## src/hdl/regfile_consts.vh

```
// constants for the working register file and address generator
// assumes inclusion by bare name from the design files under hdl/
// Notes on behaviour
// - working registers also appear as data addresses 0x00 to 0x1f.
// - every register reachable directly, single cycle, except immediate group.
// - immediate instructions select only registers 16 to 31.
// - registers 26/27, 28/29, 30/31 form pointers a, b, c (low, high).
// - register operation reads operands and writes result in one cycle.
// - program counter ten bits wide, 1024 sixteen-bit words.
// - data space decodes 224 locations: 96 registers plus i/o, 128 sram.
// - sixty-four i/o registers sit at data addresses 0x20 to 0x5f.
// - direct addressing uses sixteen-bit address from second instruction word.
// - displacement adds 6-bit unsigned field to pointer b or c; design adds it to pointer a when ptr_sel is 3.
// - plain indirect uses pointer contents unchanged as address.
// - pre-decrement lowers pointer, writes it back, uses lowered value.
// - post-increment uses old pointer value, then raises pointer by one.
// - i/o direct takes 6-bit i/o location from instruction field.
// - two-register operations write result into destination register.
// - constant load uses pointer c: upper 15 bits word, bit 0 byte; design keeps only pointer bits 10..1 as word.
// - pointer jump and call load program counter from pointer c.
// - relative jump and call set pc to pc plus offset plus one.
`ifndef REGFILE_CONSTS_VH
`define REGFILE_CONSTS_VH

// ==================================================
// data space map
`define REG_LAST      8'h1f
`define IO_FIRST      8'h20
`define IO_LAST       8'h5f
`define SRAM_FIRST    8'h60
`define SRAM_LAST     8'hdf
`define IMM_REG_BASE  5'h10

// ==================================================
// pointer register indices
`define PTR_A_LO      5'h1a
`define PTR_B_LO      5'h1c
`define PTR_C_LO      5'h1e

// ==================================================
// addressing modes
`define AM_NONE       3'h0
`define AM_DIRECT     3'h1
`define AM_IO         3'h2
`define AM_INDIRECT   3'h3
`define AM_DISP       3'h4
`define AM_PREDEC     3'h5
`define AM_POSTINC    3'h6

// ==================================================
// program counter operations
`define PC_STEP       2'h0
`define PC_POINTER    2'h1
`define PC_RELATIVE   2'h2
`define PC_HOLD       2'h3

// ==================================================
// reset values
`define PC_RESET      10'h000
`define REG_RESET     8'h00

`endif

```

## src/hdl/cpu_regfile_address_gen.v

```verilog
// working register file with data and program address generation
// assumes a decoder outside drives one operation per cycle; i/o and sram are outside
`timescale 1ns/1ps
`include "regfile_consts.vh"

module cpu_regfile_address_gen (
   // clock and reset
   input  wire        sys_clk,
   input  wire        resetn,
   // register-to-register operation
   input  wire        alu_we,
   input  wire [4:0]  destination_operand_reg,
   input  wire [4:0]  source_operand_reg,
   input  wire [7:0]  alu_result,
   // immediate operation
   input  wire        imm_we,
   input  wire [3:0]  imm_reg,
   input  wire [7:0]  imm_result,
   // data access request
   input  wire [2:0]  addr_mode,
   input  wire [1:0]  ptr_sel,
   input  wire [5:0]  disp_field,
   input  wire [15:0] direct_word,
   input  wire [5:0]  io_field,
   input  wire        mem_write,
   input  wire [7:0]  mem_rdata,
   input  wire [4:0]  xfer_reg,
   // program counter control
   input  wire [1:0]  pc_op,
   input  wire [11:0] rel_offset,
   input  wire        const_load,
   input  wire [15:0] prog_word,
   // register read ports
   output reg  [7:0]  src_data,
   output reg  [7:0]  dst_data,
   output reg  [7:0]  imm_data,
   // data bus toward i/o and sram
   output reg  [15:0] data_addr,
   output reg         data_sel_io,
   output reg         data_sel_sram,
   output reg         data_sel_none,
   output reg  [6:0]  data_offset,
   output reg         data_we,
   output reg  [7:0]  data_wdata,
   // program side
   output reg  [9:0]  pc_q,
   output reg  [9:0]  const_word_addr,
   output reg         const_high_byte,
   output reg  [7:0]  const_byte
);

   // ==================================================
   // storage
   reg  [7:0]  regs_q [0:31];
   reg  [15:0] eff_addr;
   reg  [15:0] ptr_val;
   reg  [15:0] ptr_new;
   reg         ptr_we;
   reg  [4:0]  ptr_lo_idx;
   reg         mem_active;
   wire        dec_reg;
   wire        dec_io;
   wire        dec_sram;
   wire        dec_none;
   wire [6:0]  dec_off;
   integer     i;

   // pointer pair read: low byte index even, high byte next
   function [15:0] pair_read;
      input [4:0] lo;
      begin
         pair_read = {regs_q[lo + 5'h01], regs_q[lo]};
      end
   endfunction

   // pointer select to low-byte index
   function [4:0] ptr_index;
      input [1:0] sel;
      begin
         case (sel)
            2'h1:    ptr_index = `PTR_B_LO;
            2'h2:    ptr_index = `PTR_C_LO;
            default: ptr_index = `PTR_A_LO;
         endcase
      end
   endfunction

   // ==================================================
   // effective address generation
   always @* begin
      ptr_lo_idx = ptr_index(ptr_sel);
      ptr_val    = pair_read(ptr_lo_idx);
      ptr_new    = ptr_val;
      ptr_we     = 1'b0;
      mem_active = 1'b1;
      eff_addr   = 16'h0000;
      case (addr_mode)
         `AM_DIRECT: begin
            eff_addr = direct_word;
         end
         `AM_IO: begin
            eff_addr = {8'h00, 2'b00, io_field} + 16'h0020;
         end
         `AM_INDIRECT: begin
            eff_addr = ptr_val;
         end
         `AM_DISP: begin
            // select 0 (pointer a) falls back to b; select 3 still adds to pointer a
            if (ptr_sel == 2'h0)
               ptr_val = pair_read(`PTR_B_LO);
            eff_addr = ptr_val + {10'h000, disp_field};
         end
         `AM_PREDEC: begin
            ptr_new  = ptr_val - 16'h0001;
            ptr_we   = 1'b1;
            eff_addr = ptr_new;
         end
         `AM_POSTINC: begin
            ptr_new  = ptr_val + 16'h0001;
            ptr_we   = 1'b1;
            eff_addr = ptr_val;
         end
         default: begin
            mem_active = 1'b0;
         end
      endcase
   end

   data_space_decode u_decode (
      .addr     (eff_addr),
      .sel_reg  (dec_reg),
      .sel_io   (dec_io),
      .sel_sram (dec_sram),
      .sel_none (dec_none),
      .offset   (dec_off)
   );

   // ==================================================
   // register file write
   // priority: alu, then immediate, then memory load or store into register, then
   // pointer write-back last so a pointer step is never half lost
   always @(posedge sys_clk or negedge resetn) begin
      if (!resetn) begin
         for (i = 0; i < 32; i = i + 1)
            regs_q[i] <= `REG_RESET;
      end else begin
         if (alu_we)
            regs_q[destination_operand_reg] <= alu_result;   // same-cycle writeback
         if (imm_we)
            regs_q[{1'b1, imm_reg}] <= imm_result;           // upper half only
         if (mem_active && !mem_write) begin
            if (dec_reg)
               regs_q[xfer_reg] <= regs_q[dec_off[4:0]];     // register as data location
            else
               regs_q[xfer_reg] <= mem_rdata;
         end
         if (mem_active && mem_write && dec_reg)
            regs_q[dec_off[4:0]] <= regs_q[xfer_reg];
         if (ptr_we) begin
            regs_q[ptr_lo_idx]          <= ptr_new[7:0];     // both bytes together
            regs_q[ptr_lo_idx + 5'h01]  <= ptr_new[15:8];
         end
      end
   end

   // ==================================================
   // registered read ports and data bus
   always @(posedge sys_clk or negedge resetn) begin
      if (!resetn) begin
         src_data      <= 8'h00;
         dst_data      <= 8'h00;
         imm_data      <= 8'h00;
         data_addr     <= 16'h0000;
         data_sel_io   <= 1'b0;
         data_sel_sram <= 1'b0;
         data_sel_none <= 1'b0;
         data_offset   <= 7'h00;
         data_we       <= 1'b0;
         data_wdata    <= 8'h00;
      end else begin
         src_data      <= regs_q[source_operand_reg];
         dst_data      <= regs_q[destination_operand_reg];
         imm_data      <= regs_q[{1'b1, imm_reg}];
         data_addr     <= eff_addr;
         data_sel_io   <= mem_active & dec_io;
         data_sel_sram <= mem_active & dec_sram;
         data_sel_none <= mem_active & dec_none;
         data_offset   <= dec_off;
         // register-space stores stay inside; refused addresses never strobe
         data_we       <= mem_active & mem_write & ~dec_reg & ~dec_none;
         data_wdata    <= regs_q[xfer_reg];
      end
   end

   // ==================================================
   // program counter and constant lookup
   // relative sum kept to ten bits so it folds within 1024 words
   always @(posedge sys_clk or negedge resetn) begin
      if (!resetn) begin
         pc_q            <= `PC_RESET;
         const_word_addr <= 10'h000;
         const_high_byte <= 1'b0;
         const_byte      <= 8'h00;
      end else begin
         case (pc_op)
            `PC_STEP:     pc_q <= pc_q + 10'h001;
            `PC_POINTER:  pc_q <= regs_q[`PTR_C_LO + 5'h01] == 8'h00 ?
                                  {2'b00, regs_q[`PTR_C_LO]} :
                                  {regs_q[`PTR_C_LO + 5'h01][1:0], regs_q[`PTR_C_LO]};
            `PC_RELATIVE: pc_q <= pc_q + rel_offset[9:0] + 10'h001;
            default:      pc_q <= pc_q;
         endcase
         if (const_load) begin
            // word select from upper 15 bits, byte from bit zero
            // only ten word bits exist, so pointer bits 10..1 are kept on purpose
            const_word_addr <= {regs_q[`PTR_C_LO + 5'h01][2:0], regs_q[`PTR_C_LO][7:1]};
            const_high_byte <= regs_q[`PTR_C_LO][0];
         end
         const_byte <= const_high_byte ? prog_word[15:8] : prog_word[7:0];
      end
   end

endmodule

```

## src/hdl/data_space_decode.v

```verilog
// data space decoder: splits an address into register, i/o and sram selects
// assumes a purely combinational use by the register file top
`timescale 1ns/1ps
`include "regfile_consts.vh"

module data_space_decode (
   // address in
   input  wire [15:0] addr,
   // selects out
   output reg         sel_reg,
   output reg         sel_io,
   output reg         sel_sram,
   output reg         sel_none,
   output reg  [6:0]  offset
);

   // ==================================================
   // region decode
   // only the low byte is decoded once the high byte is proven zero
   always @* begin
      sel_reg  = 1'b0;
      sel_io   = 1'b0;
      sel_sram = 1'b0;
      sel_none = 1'b0;
      offset   = 7'h00;
      if (addr[15:8] != 8'h00) begin
         sel_none = 1'b1;                                    // beyond 224 locations
      end else if (addr[7:0] <= `REG_LAST) begin
         sel_reg = 1'b1;
         offset  = {2'b00, addr[4:0]};
      end else if (addr[7:0] <= `IO_LAST) begin
         sel_io = 1'b1;                                      // i/o zero at 0x20
         offset = {1'b0, addr[5:0] - 6'h20};
      end else if (addr[7:0] <= `SRAM_LAST) begin
         sel_sram = 1'b1;
         offset   = addr[6:0] - 7'h60;
      end else begin
         sel_none = 1'b1;
      end
   end

endmodule

```

## config.mk

```make
export PLATFORM = sky130hd
export DESIGN_NAME = cpu_regfile_address_gen
export DESIGN_NICKNAME = d
export VERILOG_FILES = /design/src/hdl/cpu_regfile_address_gen.v /design/src/hdl/data_space_decode.v
export VERILOG_INCLUDE_DIRS = /design/src /design/src/hdl
export SDC_FILE = /design/constraint.sdc
export NUM_CORES = 2
export LEC_CHECK = 0
export BUFFER_PORTS_ARGS = -buffer_cell sky130_fd_sc_hd__buf_2
export CORE_MARGIN = 4
export CORE_UTILIZATION = 32
export CTS_CLUSTER_SIZE = 8
export DETAILED_ROUTE_END_ITERATION = 8
export HOLD_SLACK_MARGIN = 0.15
export PLACE_DENSITY = 0.5
export RECOVER_POWER = 100
export SYNTH_ARGS = -nofsm -noshare
export SYNTH_HDL_FRONTEND = slang
export SYNTH_SLANG_ARGS = --single-unit
```

## constraint.sdc

```tcl
create_clock -name sys_clk -period 13.5 [get_ports sys_clk]
set_input_delay 0.675 -clock sys_clk [delete_from_list [all_inputs] [get_ports sys_clk]]
set_output_delay 0.675 -clock sys_clk [all_outputs]
set_load 0.01 [all_outputs]
```

# Yosys cells after proc, flatten, opt, wreduce, memory -nomap -nowiden
# Index checks and enable logic that the tools add are counted.
[classes]
add_sub_neg = 10
n_lt_le_gt_ge = 16
n_bitwise = 15
muxes = 73
n_reduce_logical = 18
eq_ne = 10
[ops]
columns = ["operator", "n"]
rows = [
  ["bitwise mux 256 bit", 7],
  ["two-way mux 256 bit", 6],
  ["binary-select mux 8 bit (select 5 bit)", 7],
  ["demux 8 bit (select 5 bit)", 6],
  ["two-way mux 8 bit", 21],
  ["case mux 16 bit (5 select lines)", 1],
  ["greater-or-equal comparator 6 bit (second input constant)", 7],
  ["inverter 5 -> 6 bit", 7],
  ["< comparator 6 x 1 -> 1 bit (second input constant)", 6],
  ["two-way mux 16 bit", 2],
  ["case mux 16 bit (2 select lines)", 1],
  ["case mux 10 bit (3 select lines)", 1],
  ["two-way mux 7 bit", 4],
  ["adder 10 x 1 -> 10 bit (second input constant)", 2],
  ["adder 16 x 1 -> 16 bit (second input constant)", 1],
  ["adder 16 x 6 -> 16 bit", 1],
  ["subtractor 16 x 1 -> 16 bit (second input constant)", 1],
  ["two-way mux 1 bit", 15],
  ["adder 10 bit", 1],
  ["two-way mux 10 bit", 1],
  ["== test 3 bit (second input constant)", 3],
  ["logical AND 1 bit", 9],
  ["<= comparator 8 x 5 -> 1 bit (second input constant)", 1],
  ["<= comparator 8 x 7 -> 1 bit (second input constant)", 1],
  ["19 further kinds", 30],
]
[word_totals]
in_bits = 112
elab_cells = 188
register_bits = 344

# Longest topological paths before layout
[logic_depth]
ltp_word = 28
mapped_depth = 28
depth_no_buf = 21

# Modules after synthesis
# A second synthesis with hierarchy kept.
[hier_totals]
hier_cells = 3236
hier_area_um2 = 31813.0
[by_module_without_submodules]
columns = ["module", "n_inst", "seq_area_each_um2", "cells_per_inst", "area_each_um2"]
rows = [
  ["cpu_regfile_address_gen", 1, 8608.3, 3215, 31586.5],
  ["data_space_decode", 1, 0.0, 21, 226.5],
]

# Worst setup path after synthesis
# No wires, ideal clock.
[synth_path]
path_type = "in2reg"
startpoint = "input ptr_sel[1]"
endpoint = "register regs_q[230] (netlist name)"
path_stages = 22
slack_ns = 7.062
arrival_ns = 6.295
cell_sequence = "inv_1 > ha_1 > clkbuf_1 > clkbuf_1 > buf_1 > clkbuf_1 > o21ai_0 > ha_1 > fa_1 > o211ai_1 > o21ai_0 > o21ai_0 > buf_1 > clkbuf_1 > buf_1 > buf_1 > mux4_2 > a22oi_1 > nand2_1 > nor4_2 > clkbuf_1 > o221ai_1"
[synth_via]
elab_chain_cells = 27
elab_cells_between_ends = 60
cone_classes = "add/sub (6); order compare (9); eq/ne (2); mux (34); bitwise (3); reduce/logical (6)"
[synth_rtl]
columns = ["element", "line", "text"]
rows = [
  ["from (decl)", "cpu_regfile_address_gen.v:21", "input wire [1:0] ptr_sel,"],
  ["== test 2 bit / == test 2 x 1 -> 1 bit (equally long branches)", "cpu_regfile_address_gen.v:80", "case (sel)"],
  ["case mux 3 bit (2 select lines)", "cpu_regfile_address_gen.v:80", ""],
  ["inverter 5 -> 6 bit (not written as such)", "cpu_regfile_address_gen.v:72, cpu_regfile_address_gen.v:160", ""],
  ["binary-select mux 8 bit (select 5 bit)", "cpu_regfile_address_gen.v:72", "pair_read = {regs_q[lo + 5'h01], regs_q[lo]};"],
  ["two-way mux 8 bit (not written as such) (2 in a row)", "cpu_regfile_address_gen.v:72", ""],
  ["two-way mux 16 bit", "cpu_regfile_address_gen.v:109", "if (ptr_sel == 2'h0)"],
  ["two-way mux 16 bit", "cpu_regfile_address_gen.v:97", "case (addr_mode)"],
  ["adder 16 x 6 -> 16 bit", "cpu_regfile_address_gen.v:111", "eff_addr = ptr_val + {10'h000, disp_field};"],
  ["[10 not listed]", "n/a", ""],
  ["bitwise mux 256 bit", "cpu_regfile_address_gen.v:153", "regs_q[xfer_reg] <= regs_q[dec_off[4:0]];"],
  ["two-way mux 256 bit", "cpu_regfile_address_gen.v:152", "if (dec_reg)"],
  ["two-way mux 256 bit", "cpu_regfile_address_gen.v:151", "if (mem_active && !mem_write) begin"],
  ["bitwise mux 256 bit", "cpu_regfile_address_gen.v:158", "regs_q[dec_off[4:0]] <= regs_q[xfer_reg];"],
  ["two-way mux 256 bit", "cpu_regfile_address_gen.v:157", "if (mem_active && mem_write && dec_reg)"],
  ["bitwise mux 256 bit", "cpu_regfile_address_gen.v:160", "regs_q[ptr_lo_idx] <= ptr_new[7:0];"],
  ["bitwise mux 256 bit", "cpu_regfile_address_gen.v:161", "regs_q[ptr_lo_idx + 5'h01] <= ptr_new[15:8];"],
  ["two-way mux 256 bit (*)", "cpu_regfile_address_gen.v:159", "if (ptr_we) begin"],
  ["to (signal, indexed assignment)", "cpu_regfile_address_gen.v:158", ""],
  ["to (signal, indexed assignment)", "cpu_regfile_address_gen.v:160", ""],
  ["to (signal, indexed assignment)", "cpu_regfile_address_gen.v:161", ""],
  ["to (decl)", "cpu_regfile_address_gen.v:54", "reg [7:0] regs_q [0:31];"],
]
# Every way passes the cells marked *; elsewhere a longest branch is shown, timed or not. The select of a mux whose other input is x is not followed.
# A chain may end at the register's enable or synchronous reset.

# Worst setup path in the final report
[layout_path]
startpoint = "input ptr_sel[0]"
endpoint = "register regs_q[69] (netlist name)"
[layout_via]
elab_cells_between_ends = 60
cone_classes = "add/sub (6); order compare (9); eq/ne (2); mux (34); bitwise (3); reduce/logical (6)"
[layout_rtl]
columns = ["element", "line", "text"]
rows = [
  ["== test 2 bit / == test 2 x 1 -> 1 bit (equally long branches)", "cpu_regfile_address_gen.v:80", ""],
  ["case mux 3 bit (2 select lines)", "cpu_regfile_address_gen.v:80", ""],
  ["adder 5 x 1 -> 5 bit", "cpu_regfile_address_gen.v:72", ""],
  ["inverter 5 -> 6 bit (not written as such)", "cpu_regfile_address_gen.v:72", ""],
  ["binary-select mux 8 bit (select 5 bit)", "cpu_regfile_address_gen.v:72", ""],
  ["two-way mux 8 bit (not written as such) (2 in a row)", "cpu_regfile_address_gen.v:72", ""],
  ["two-way mux 16 bit", "cpu_regfile_address_gen.v:109", ""],
  ["two-way mux 16 bit", "cpu_regfile_address_gen.v:97", ""],
  ["[2 not listed]", "n/a", ""],
  ["via eff_addr[14]", "cpu_regfile_address_gen.v:55", "reg [15:0] eff_addr;"],
  ["[6 not listed]", "n/a", ""],
  ["bitwise mux 256 bit", "cpu_regfile_address_gen.v:153", ""],
  ["two-way mux 256 bit", "cpu_regfile_address_gen.v:152", ""],
  ["two-way mux 256 bit", "cpu_regfile_address_gen.v:151", ""],
  ["bitwise mux 256 bit", "cpu_regfile_address_gen.v:158", ""],
  ["two-way mux 256 bit (*)", "cpu_regfile_address_gen.v:157", ""],
  ["bitwise mux 256 bit", "cpu_regfile_address_gen.v:160", ""],
  ["bitwise mux 256 bit", "cpu_regfile_address_gen.v:161", ""],
  ["two-way mux 256 bit (*)", "cpu_regfile_address_gen.v:159", ""],
]
# Mark *: on every way through the listed nets, which the timed path passes. The rest lies on a longest branch. The select of a mux whose other input is x is not followed.

==> flow_summary.rst <==
.. list-table::
   :header-rows: 1

   * - Metric
     - Value
   * - R2R Path Start
     - regs_q[24]
   * - WP data required
     - about 14 ns
   * - Most frequent cells in the layout
     - sky130_fd_sc_hd__nand2_1, sky130_fd_sc_hd__dfrtp_1, sky130_fd_sc_hd__mux4_2
   * - Run status
     - complete, but fails checks
   * - Number of search-and-repair iterations in the first detailed-routing pass
     - 9
   * - Number of setup violations in the final report
     - 0
   * - Netlist Area Pre-Place
     - 33800 um2
   * - Power density over the cells
     - 188 nW/um2
   * - Number of enable flip-flop cells after synthesis
     - 0
   * - Fraction of synthesized cell area taken by the top area cell type
     - 0.255
   * - Die extent in x
     - 333 um
   * - Most common cell after layout, fill and taps aside
     - sky130_fd_sc_hd__nand2_1
   * - Register bit total from synthesis
     - about 340
   * - Summed negative setup slack over all endpoints
     - 0 ns
   * - H-tree depth
     - 2
   * - Number of vias in the routed layout
     - 36900
   * - Leakage dissipation
     - 13.6 nW
   * - Data arrival at the endpoint of the critical path
     - approximately 11 ns
   * - IR drop worst, VDD
     - 0.0995 mV
   * - Fraction of final layout cells sized beyond drive strength 1
     - 0.166
   * - Slew at the pin with the worst max-slew slack
     - around 6.4 ns
   * - Core region area
     - around 100000 um2
   * - Initial Util
     - 0.324
   * - Final clock period utilization by the worst path
     - 0.815
   * - Number of sinks on the clock net
     - 344
   * - Avg WL per Cell
     - about 38 um
   * - Final Slew Violations
     - 653
   * - Avg Synthesized Cell Area
     - 8.91 um2
   * - I/O Buffers
     - 197
   * - Final routed wirelength across all metal layers
     - 197 mm
   * - Unrepaired setup endpoints after global routing
     - no
   * - Endpoint of the worst hold-timing path
     - const_byte[5]
   * - Tightest Hold Check Type
     - input pin to flip-flop
   * - Combined area of the multi-input logic cells
     - 23500 um2
   * - Number of stages on the worst hold path
     - 2
   * - Reg-to-reg critical path endpoint
     - regs_q[69]
   * - Via density per instance
     - 7.18
   * - Largest net degree at the start of global routing
     - 106
   * - Warning count from the yosys run
     - 0
   * - Overall overflow remaining after global route
     - 0
   * - Count of filler cells inserted in the layout
     - 10800
   * - Top fanout value on the critical path
     - 31
   * - Tightest hold margin
     - ~0.24 ns
   * - Violated checks
     - DRC, capacitance limit, slew limit
   * - Element type at the critical path end
     - flip-flop
   * - Reg area
     - roughly 8600 um2
   * - Worst-case clock skew
     - 0.0432 ns
   * - Top_reg_cell synth
     - sky130_fd_sc_hd__dfrtp_1
   * - Chain of cells forming the critical path
     - clkbuf_1, inv_1, ha_1, clkbuf_1, mux4_2, inv_1, ha_1, nand2b_1, o2bb2a_1, a2111oi_0, mux2_1, nand2_1, o211ai_1, nor4_1, and4_4, buf_4, nand4_1, nor2_1, nor2_1, o211ai_1, o211ai_1
   * - Quantity of gates resized following cts
     - 0
   * - Total routing usage reported by global routing
     - 0.340
   * - Final layout net count
     - 3883
   * - Dominant cell type by area after synthesis
     - sky130_fd_sc_hd__dfrtp_1
   * - Worst-Skew Late Latency
     - between 0.6 and 0.7 ns
   * - Floorplan row count
     - ~120
   * - Iteration-0 DRC Markers
     - ~6500
   * - Initial antenna violation count
     - 16
   * - Number of instances in the synthesized netlist
     - 3790
   * - Shortest clock period the worst path allows after layout
     - 11.00 ns
   * - Number of nets with antenna violations after detailed routing
     - 0
   * - Post-synth net total
     - just under 4000
   * - Placer's final routability congestion estimate
     - 1.03
   * - Register clock-pin slew on the reported worst setup and hold paths
     - about 0.060 ns
   * - Achievable frequency
     - 0.0909 GHz
   * - Count of unique library cells instantiated by Yosys
     - 90
   * - Number of global-route vias before repair
     - 33900
   * - TritonCTS Buffers
     - 50
   * - R2R cell count
     - 17
   * - Minimum setup slack among reg-to-reg paths
     - 4.11 ns
   * - Count of endpoints failing hold in the final timing report
     - 0
   * - Slew Limit Headroom
     - -3.27
   * - Start-to-end type of the worst setup path
     - input pin to flip-flop
   * - Remaining routing DRC violations
     - 10
   * - Kind of start point of the critical path
     - input pin
   * - Number of max-cap violations
     - 19
   * - Clock tree from TritonCTS
     - yes
   * - Slowest stage cell, crit path
     - sky130_fd_sc_hd__a2111oi_0
   * - Proportion of synthesized chip area in sequential cells
     - 0.255
   * - Root buffer selected by CTS
     - sky130_fd_sc_hd__clkbuf_16
   * - Proportion of synthesized flip-flops having asynchronous set or reset
     - 1.00
   * - Count of boundary I/O pins
     - 200
   * - Launch instance of the worst min-delay path
     - prog_word[5]
   * - Die Footprint
     - 111000 um2
   * - Most used cell along the critical path
     - sky130_fd_sc_hd__o211ai_1
   * - Wire length of the first global-routing pass
     - 272 mm
   * - Signed area change from the synthesized netlist to the final layout
     - 9.53%
   * - Clk buf depth
     - 3
   * - Half-perimeter wire length after placement
     - 132 mm
   * - Die Span Y
     - 333 um
   * - Cell types with the largest area share after synthesis
     - sky130_fd_sc_hd__dfrtp_1, sky130_fd_sc_hd__mux4_2, sky130_fd_sc_hd__mux2i_1, sky130_fd_sc_hd__nand2_1, sky130_fd_sc_hd__o211ai_1
   * - Biggest cell delay along the critical path
     - 1.82 ns
==> worst max-delay path by stage <==
stage,from,slack [ns],cells after the start,endpoint
after floorplan,ptr_sel[1],7.06,22,regs_q[230]
after global placement,ptr_sel[0],4.05,24,regs_q[248]
after detailed placement,ptr_sel[0],4.01,24,regs_q[248]
after CTS,ptr_sel[0],4.67,24,regs_q[224]
after global routing,ptr_sel[0],2.16,22,regs_q[233]
final,ptr_sel[0],2.50,21,regs_q[69]
==> per-stage QoR <==
stage | util | std cells | power [mW] | instance area (um2) | setup WS (ns)
6_report | 0.355 | 5144 | 6.94 | 37000 | 2.50
5_1_grt | 0.355 | 5137 | 7.08 | 37000 | 2.16
4_1_cts | 0.358 | 5133 | 6.76 | 37200 | 4.67
3_5_place_dp | 0.345 | 5070 | 5.53 | 35900 | 4.01
3_3_place_gp | 0.345 | 5070 | 5.52 | 35900 | 4.05
2_1_floorplan | - | 3790 | 3.89 | 33800 | 7.06
==> layer usage <==
layer | wire (um) | vias up | global-route usage
met3 | 30600 | 810 | 0.140
met5 | 14 | - | 0
met1 | 73100 | 18200 | 0.445
met2 | 78600 | 3276 | 0.468
li1 | - | 14600 | -
met4 | 14600 | 2 | 0.197
==> final cells by class <==
type                       count  area share
timing repair buffer         301      0.0436
multi-input combinational   2997       0.635
clock buffer                  59      0.0359
clock inverter                 3    0.000508
antenna                       10    0.000677
tap                         1380      0.0467
sequential                   344       0.233
inverter                      50     0.00514
==> logic make-up (layout without fill, tap and decap cells) <==
kind of cell,count (synthesis),count (layout),synth area share
AO/OA/AOI/OAI,1235,1235,0.248
XOR/XNOR,34,34,0.00882
adder cells (fa/ha/maj),27,27,0.0105
buffers and inverters,449,413,0.0524
flip-flops,344,344,0.255
multiplexers,573,573,0.272
other,0,10,0
AND/OR/NAND/NOR,1128,1128,0.153
==> sequential cells by signal, summed over array words and instances (netlist names), 7 cells and up <==
signal           flops
src_data             8
data_addr           16
const_byte           8
imm_data             8
data_wdata           8
data_offset          7
const_word_addr     10
dst_data             8
pc_q                10
regs_q             256
==> synth_stat cells, types with 20 or more instances <==
master / instances
sky130_fd_sc_hd__mux4_2: 270
sky130_fd_sc_hd__a221oi_1: 42
sky130_fd_sc_hd__buf_2: 25
sky130_fd_sc_hd__ha_1: 25
sky130_fd_sc_hd__nand2_1: 463
sky130_fd_sc_hd__nand2b_1: 25
sky130_fd_sc_hd__o211ai_1: 181
sky130_fd_sc_hd__o21ai_0: 242
sky130_fd_sc_hd__a22oi_1: 146
sky130_fd_sc_hd__a31o_2: 23
sky130_fd_sc_hd__a22o_1: 22
sky130_fd_sc_hd__dfrtp_1: 344
sky130_fd_sc_hd__mux2i_1: 258
sky130_fd_sc_hd__nand3_1: 174
sky130_fd_sc_hd__xnor2_1: 21
sky130_fd_sc_hd__o22ai_1: 25
sky130_fd_sc_hd__o21ai_1: 20
sky130_fd_sc_hd__nand4_1: 21
sky130_fd_sc_hd__o221ai_1: 105
sky130_fd_sc_hd__and3_1: 29
sky130_fd_sc_hd__a21oi_1: 243
sky130_fd_sc_hd__inv_1: 44
sky130_fd_sc_hd__clkbuf_1: 315
sky130_fd_sc_hd__mux2_2: 43
sky130_fd_sc_hd__buf_1: 51
sky130_fd_sc_hd__a211oi_1: 58
sky130_fd_sc_hd__nor2_1: 257
sky130_fd_sc_hd__and2_1: 20
sky130_fd_sc_hd__nor3_1: 41
==> report_power, final <==
| group | switching, mW | internal, mW | leakage [nW] |
|---|---|---|---|
| Sequential | 0.717 | 1.37 | 4.18 |
| Clock | 0.535 | 0.677 | 0.662 |
| Combinational | 2.29 | 1.35 | 8.76 |
==> critical path: cells and delay by family <==
kind,cells,cell delay (ns)
and+or+nand+nor,7,3.53
AOI/OAI and AO/OA,5,2.69
buffers and inverters,5,2.16
muxes,2,1.17
adders and majority gates,2,1.14
==> timing repair <==
action                                 4_1_cts  5_1_grt
endpoints found under the hold margin       39        0
buffers inserted                             0        0
hold buffers                                 1        0
(Power assumes the default switching activity.)
